`src/dssp_pkg.sv`:
```
// dssp_pkg: constants shared by the dual-select sensor serial port
// assumes: one core clock domain; serial pins arrive asynchronously
//
// How it works
// - a low temperature select frames a transfer of the temperature result on the shared data output.
// - each output bit is shifted onto the data output on a falling serial clock edge.
// - data input bits are captured into the control register on rising serial clock edges of an acceleration frame.
// - a low acceleration select both starts a conversion and frames the transfer of its result.
// - the serial clock alone steps the acceleration conversion; no other conversion clock exists.
// - a high self-test input shifts the reported acceleration by about 614 LSB; low means no self-test.
// - the selected axis is sampled on the second rising serial clock edge after the select falls.
// - each acceleration conversion takes 16 serial clock cycles.
// - the rising edge of the acceleration select releases the data output to high impedance.
// - if the acceleration select stays low after 16 clocks the next conversion starts at once.
// - the data output carries acceleration data under one select and temperature data under the other.
// - control word bit 3 chooses the axis, 0 for x and 1 for y, for the following conversion.
// - control bit 0 high shuts the path down at once; written low it restores on the 16th rising edge.
// - a temperature read is 16 clocks: a leading zero then ten result bits, data input held low.
package dssp_pkg;
    // ------------------------------------------------------------
    // frame and field layout
    // ------------------------------------------------------------
    localparam int        FRAME_CLKS     = 16;
    localparam int        CNT_W          = 4;
    localparam int        SAMPLE_EDGE    = 2;
    localparam int        CTRL_W         = 8;
    localparam int        AXIS_BIT       = 3;
    localparam int        PDOWN_BIT      = 0;
    localparam int        ACC_W          = 12;
    localparam int        TEMP_W         = 10;
    localparam int        ACC_LEAD       = 4;
    localparam int        TEMP_LEAD      = 1;
    localparam logic [11:0] SELF_TEST_LSB = 12'h266;
    localparam logic [7:0]  CTRL_RESET    = 8'h04;
endpackage

```
`src/dssp_serial_port.sv`:
```
// dssp_serial_port: device end of the dual-select sensor serial port
// assumes: serial clock well below core_clk/4; sample values come from the analog side as ports
`timescale 1ns/10ps
`default_nettype none
module dssp_serial_port #(
    parameter int ACC_W  = dssp_pkg::ACC_W,
    parameter int TEMP_W = dssp_pkg::TEMP_W
) (
    input  wire logic              core_clk,
    input  wire logic              rst,
    input  wire logic              sclk,
    input  wire logic              accel_select_n,
    input  wire logic              temperature_select_n,
    input  wire logic              din,
    input  wire logic              self_test_input,
    input  wire logic [ACC_W-1:0]  x_sample,
    input  wire logic [ACC_W-1:0]  y_sample,
    input  wire logic [TEMP_W-1:0] temp_result,
    output logic                   dout,
    output logic                   dout_oe,
    output logic [7:0]             ctrl_word,
    output logic                   shutdown,
    output logic                   sample_strobe,
    output logic [ACC_W-1:0]       accel_result
);
    if (ACC_W + dssp_pkg::ACC_LEAD != dssp_pkg::FRAME_CLKS ||
        TEMP_W + dssp_pkg::TEMP_LEAD > dssp_pkg::FRAME_CLKS) begin : g_bad_width
        $error("result widths do not fit a 16 clock frame");
    end

    // ------------------------------------------------------------
    // pin synchronisers
    // ------------------------------------------------------------
    logic [4:0] pins_s;
    // sclk enters inverted so the flops' reset value matches its idle low level: no false edge
    dssp_sync #(.W(5)) u_sync (
        .core_clk (core_clk),
        .rst      (rst),
        .d        ({~sclk, accel_select_n, temperature_select_n, din, self_test_input}),
        .q        (pins_s)
    );
    logic sclk_n_s;
    logic sclk_s;
    logic acs_n_s;
    logic tcs_n_s;
    logic din_s;
    logic st_s;
    assign {sclk_n_s, acs_n_s, tcs_n_s, din_s, st_s} = pins_s;
    assign sclk_s = ~sclk_n_s;

    // ------------------------------------------------------------
    // frame state
    // ------------------------------------------------------------
    typedef enum logic [2:0] {
        IDLE  = 3'b001,
        ACCEL = 3'b010,
        TEMP  = 3'b100
    } dssp_state_t;

    dssp_state_t            st_r, st_nxt;
    logic                   sclk_d_r, sclk_d_nxt;
    logic [dssp_pkg::CNT_W-1:0] cnt_r, cnt_nxt;
    logic [15:0]            sh_r, sh_nxt;
    logic [7:0]             rx_r, rx_nxt;
    logic [7:0]             ctrl_r, ctrl_nxt;
    logic                   pd_r, pd_nxt;
    logic                   dout_r, dout_nxt;
    logic                   oe_r, oe_nxt;
    logic                   strb_r, strb_nxt;
    logic                   run_r, run_nxt;
    logic [ACC_W-1:0]       acc_r, acc_nxt;
    logic                   rise;
    logic                   fall;
    logic [ACC_W-1:0]       raw;
    logic [7:0]             word;

    assign rise = sclk_s & ~sclk_d_r;
    assign fall = ~sclk_s & sclk_d_r;

    // ------------------------------------------------------------
    // next-state logic
    // ------------------------------------------------------------

    always_comb begin
        st_nxt     = st_r;
        sclk_d_nxt = sclk_s;
        cnt_nxt    = cnt_r;
        sh_nxt     = sh_r;
        rx_nxt     = rx_r;
        ctrl_nxt   = ctrl_r;
        pd_nxt     = pd_r;
        dout_nxt   = dout_r;
        oe_nxt     = oe_r;
        strb_nxt   = 1'b0;
        run_nxt    = run_r;
        acc_nxt    = acc_r;
        word       = {rx_r[6:0], din_s};
        // test stimulus adds a fixed offset to the reading
        raw        = ctrl_r[dssp_pkg::AXIS_BIT] ? y_sample : x_sample;
        if (st_s) begin
            raw = raw + ACC_W'(dssp_pkg::SELF_TEST_LSB);
        end
        unique case (st_r)
            IDLE: begin
                oe_nxt  = 1'b0;
                cnt_nxt = '0;
                run_nxt = 1'b0;
                if (!acs_n_s) begin
                    st_nxt = ACCEL;
                    oe_nxt = 1'b1;
                    dout_nxt = 1'b0;
                    sh_nxt = '0;
                end else if (!tcs_n_s) begin
                    st_nxt = TEMP;
                    oe_nxt = 1'b1;
                    dout_nxt = 1'b0;
                    // leading zero, result, then pad
                    sh_nxt = 16'({1'b0, temp_result}) << (16 - TEMP_W - dssp_pkg::TEMP_LEAD);
                end
            end
            ACCEL: begin
                if (acs_n_s) begin
                    st_nxt = IDLE;
                    oe_nxt = 1'b0;
                end else begin
                    if (rise) begin
                        // conversion stepped only by serial clock edges
                        cnt_nxt = cnt_r + 1'b1;
                        rx_nxt  = word;
                        run_nxt = 1'b1;
                        if (cnt_r == 4'(dssp_pkg::SAMPLE_EDGE - 1) && !pd_r) begin
                            // one pad bit below the result so its lsb leaves on the 16th fall
                            sh_nxt   = 16'({raw, 1'b0});
                            acc_nxt  = raw;
                            strb_nxt = 1'b1;
                        end
                        if (cnt_r == 4'(dssp_pkg::CTRL_W - 1)) begin
                            ctrl_nxt = word;
                            if (word[dssp_pkg::PDOWN_BIT]) begin
                                pd_nxt = 1'b1;
                            end
                        end
                        if (cnt_r == 4'(dssp_pkg::FRAME_CLKS - 1)) begin
                            cnt_nxt = '0;
                            if (!ctrl_r[dssp_pkg::PDOWN_BIT]) begin
                                pd_nxt = 1'b0;
                            end
                        end
                    end
                    if (fall && run_r) begin
                        dout_nxt = sh_r[15];
                        sh_nxt   = {sh_r[14:0], 1'b0};
                    end
                end
            end
            TEMP: begin
                if (tcs_n_s) begin
                    st_nxt = IDLE;
                    oe_nxt = 1'b0;
                end else begin
                    if (rise) begin
                        cnt_nxt = cnt_r + 1'b1;
                        run_nxt = 1'b1;
                    end
                    // last bit holds until the select rises
                    if (fall && run_r) begin
                        dout_nxt = sh_r[15];
                        sh_nxt   = {sh_r[14:0], 1'b0};
                    end
                end
            end
            default: begin
                st_nxt = IDLE;
                oe_nxt = 1'b0;
            end
        endcase
    end

    // ------------------------------------------------------------
    // registers
    // ------------------------------------------------------------

    always_ff @(posedge core_clk) begin
        if (rst) begin
            st_r     <= IDLE;
            sclk_d_r <= 1'b0;
            cnt_r    <= '0;
            sh_r     <= '0;
            rx_r     <= '0;
            ctrl_r   <= dssp_pkg::CTRL_RESET;
            pd_r     <= 1'b0;
            dout_r   <= 1'b0;
            oe_r     <= 1'b0;
            strb_r   <= 1'b0;
            run_r    <= 1'b0;
            acc_r    <= '0;
        end else begin
            st_r     <= st_nxt;
            sclk_d_r <= sclk_d_nxt;
            cnt_r    <= cnt_nxt;
            sh_r     <= sh_nxt;
            rx_r     <= rx_nxt;
            ctrl_r   <= ctrl_nxt;
            pd_r     <= pd_nxt;
            dout_r   <= dout_nxt;
            oe_r     <= oe_nxt;
            strb_r   <= strb_nxt;
            run_r    <= run_nxt;
            acc_r    <= acc_nxt;
        end
    end

    // ------------------------------------------------------------
    // outputs
    // ------------------------------------------------------------

    assign dout          = dout_r;
    assign dout_oe       = oe_r;
    assign ctrl_word     = ctrl_r;
    assign shutdown      = pd_r;
    assign sample_strobe = strb_r;
    assign accel_result  = acc_r;
endmodule
`default_nettype wire

```
`src/dssp_sync.sv`:
```
// dssp_sync: two-flop synchroniser, one per bit
// assumes: inputs asynchronous to clk
`timescale 1ns/10ps
`default_nettype none
module dssp_sync #(
    parameter int W = 1
) (
    input  wire logic         core_clk,
    input  wire logic         rst,
    input  wire logic [W-1:0] d,
    output logic      [W-1:0] q
);
    logic [W-1:0] s1_r;
    logic [W-1:0] s1_nxt;
    logic [W-1:0] q_nxt;
    always_comb begin
        s1_nxt = d;
        q_nxt  = s1_r;
    end
    always_ff @(posedge core_clk) begin
        if (rst) begin
            s1_r <= '1;
            q    <= '1;
        end else begin
            s1_r <= s1_nxt;
            q    <= q_nxt;
        end
    end
endmodule
`default_nettype wire

```
`config.mk`:
```
export PLATFORM = sky130hd
export DESIGN_NAME = dssp_serial_port
export DESIGN_NICKNAME = d
export VERILOG_FILES = /design/src/dssp_pkg.sv /design/src/dssp_serial_port.sv /design/src/dssp_sync.sv
export SDC_FILE = /design/constraint.sdc
export NUM_CORES = 1
export LEC_CHECK = 0
export BUFFER_PORTS_ARGS = -buffer_cell sky130_fd_sc_hd__buf_2
export CORE_MARGIN = 3
export CORE_UTILIZATION = 35
export DETAILED_ROUTE_END_ITERATION = 7
export GPL_TIMING_DRIVEN = 0
export PLACE_DENSITY = 0.61
export SYNTH_ARGS = -nofsm -noshare
export SYNTH_HDL_FRONTEND = slang
export SYNTH_SLANG_ARGS = --single-unit
```
`constraint.sdc`:
```
create_clock -name core_clk -period 4.8 [get_ports core_clk]
set_clock_uncertainty 0.05 [all_clocks]
set_input_delay 0.96 -clock core_clk [delete_from_list [all_inputs] [get_ports core_clk]]
set_output_delay 0.96 -clock core_clk [all_outputs]
set_load 0.02 [all_outputs]
```
==> results_dict.tcl <==
set metrics [dict create \
    post-route-util_pct 44.6 \
    vias_per_cell 5.11 \
    wl_per_cell_microns 14.4 \
    die_h_microns 100 \
    coreArea_sq_um 8420 \
    cts_resized 0 \
    dp_slack_ns 1.89 \
    worstSetupPathType "reg2reg" \
    grt_pass1_vias 2576 \
    cap_violations 0 \
    cp.required_ns 5.01 \
    hold_viol 0 \
    p_int_mw 0.878 \
    synth.distinct_cells 57 \
    synth_area_per_cell_sq_um 9.07 \
    holdBufCountCts 0 \
    peakVddDrop_v 0.000169 \
    synth_top_flop_cell "dfxtp_1" \
    multiInputGateArea_sq_um 1670 \
    total_power_mw 1.16 \
    cts.path.max_buffers 2 \
    finalCritPeriodShare_pct 55.4 \
    hp-class "reg2reg" \
    syn-num-nets 386 \
    holdWs_ns 0.348 \
    slew_headroom_pct 56.8 \
    synth_top_family_by_area "simple AND/OR/NAND/NOR gates" \
    rows 33 \
    yosysWarnings 0 \
    cp_top_family "multiplexers" \
    insertion_delay_ns 0.34 \
    grt_max_degree 12 \
    fin_nets 460 \
    design_area_sq_um 3750 \
    final.setup.tns_ns 0 \
    critical_path.max_fanout 10 \
    port_buffers 63 \
    final_common_cell "buf_2" \
    grt_pass1_wl_microns 12300 \
    synth-seq-cells 65 \
    clock-sinks 65 \
    fmax_mhz 376 \
    postCtsSetupRepairBufs 0 \
    power_frac_seq_pct 48.7 \
    dp.cells 510 \
    slew_viol_final 0 \
    p_sw_mw 0.283 \
    synthArstFlopShare_pct 0 \
    cts_tree "done" \
    finalSetupViolCount 0 \
    cp-start-kind "flop" \
    synth-simple-area-share_pct 23.0 \
    diodes 0 \
    vias 2690 \
    cts_max_level 3 \
    postRouteWirelength_microns 7590 \
    synthMuxAreaShare_pct 8.84 \
    leakage_nw 1.54 \
    finalWeightedCongestion 0.817 \
    p_clk_share_pct 40.7 \
    synth_edf_count 0 \
    first_pass_iters 4 \
    placed_cell_area_sq_um 3550 \
    drtIter0Drc 114 \
    synth_adder_area_share_pct 1.21 \
    cts_buffers 9 \
    crit_arrival_ns 2.87 \
    grt_use_total_pct 15.4 \
    swShare_pct 24.4 \
    start_util_pct 36.8 \
    setup_ws_ns 2.14 \
    drive_gt1_share_pct 27.1 \
    fin_crit_ns 2.66 \
    antenna_left 0 \
    path_buf_inv 2 \
    slowest_stage "dfxtp_1" \
    ios 65 \
    synth_compound_area_share_pct 16.8 \
    dpl.hpwl_microns 5780 \
    die_x_microns 100 \
    drcViolationCount 0 \
    fill_cells 869 \
    comb_power_share_pct 10.6 \
    cp-end-kind "flop" \
    root_buffer "clkbuf_8" \
    path_clk_slew_ns 0.07 \
    run_status "complete, no violations" \
    tightest_slew_ns 0.648 \
    critPathMaxStageDelay_ns 0.43 \
    final_cells 526 \
    syn_inst 342 \
    synth_seq_area_share_pct 42.0 \
    antenna_found_initial 0 \
    syn2layout_area_growth_pct 21.1 \
    layout_common_cells "72 x buf_2, 65 x dfxtp_1, 54 x nor2_1" \
    ff_latch_area_sq_um 1300 \
    dieArea_sq_um 10000 \
    mappedNetlistArea_sq_um 3100 \
    overflow 0 \
    power_density_nw_per_um2 309 \
    grt_setup_unrepaired "false" \
    synth-xor-area-share_pct 3.91 \
    crit_chain "buf_6 > buf_8 > mux2i_1 > ha_1 > nand4bb_1 > o211ai_2 > a21oi_1 > nand3b_1 > mux2_2 > a311oi_2" \
]
-- sequential cells by signal, summed over array words and instances, names as in the netlist, 3 cells and up --
name          cells
sh_r             15
u_sync.q          5
st_r              3
rx_r              7
u_sync.q_nxt      5
ctrl_word         8
accel_result     12
cnt_r             4
-- power by group through the flow --
stage	Sequential [mW]	Clock, mW	Combinational [mW]
3_3_place_gp	0.577	0	0.122
6_report	0.565	0.472	0.123
2_1_floorplan	0.576	0	0.0806
5_1_grt	0.567	0.512	0.137
4_1_cts	0.565	0.490	0.124
3_5_place_dp	0.577	0	0.123
-- cell families after synthesis --
| logic type | after synthesis |
|---|---|
| and+or+nand+nor | 139 |
| AOI/OAI and AO/OA | 70 |
| DFF | 65 |
| muxes | 27 |
| buffers and inverters | 25 |
| xor gates and xnor gates | 13 |
| adders and majority gates | 3 |
-- layout make-up --
| type | count | share of cell area [%] |
|---|---|---|
| multi-input cells | 252 | 44.4 |
| well taps | 105 | 3.50 |
| flip-flops and latches | 65 | 34.7 |
| repair buffers | 63 | 8.40 |
| clock buffers | 12 | 4.13 |
| inverters | 3 | 0.300 |
| clock inverters | 4 | 1.37 |
| plain buffers | 22 | 3.20 |
-- path summary, 6_finish.rpt --
path,from,slack [ns],to,depth (start not counted)
worst min-delay path,u_sync.q_nxt[4],0.35,u_sync.q[4],1
worst max-delay path,ctrl_word[3],2.14,sh_r[12],10
worst min register to register,u_sync.q_nxt[4],0.35,u_sync.q[4],1
worst max register to register,ctrl_word[3],2.14,sh_r[12],10
-- routing by layer --
| metal | vias up | global-route usage, % | wire [microns] |
|---|---|---|---|
| li1 | 1362 | - | - |
| met1 | 1247 | 21.0 | 3590 |
| met2 | 74 | 22.2 | 3250 |
| met3 | 7 | 6.88 | 658 |
| met4 | 0 | 4.25 | 87 |
| met5 | - | 0 | 0 |
-- cells in the mapped netlist (all sizes together) (5+ instances only) --
cell type	n	area share, %
dfxtp	65	42
nor2	54	6.5
nand2	29	3.5
mux2i	24	7.7
a21oi	18	2.9
a211oi	14	3.4
buf	13	2.8
or2	10	2.0
clkbuf	9	1.1
nand2b	9	1.8
nor2b	8	1.6
xnor2	7	2.0
a222oi	6	1.9
a22oi	6	1.5
nor3	6	1.5
xor2	6	1.9
o21ai	5	0.81
Power figures use the tool's default switching activity.
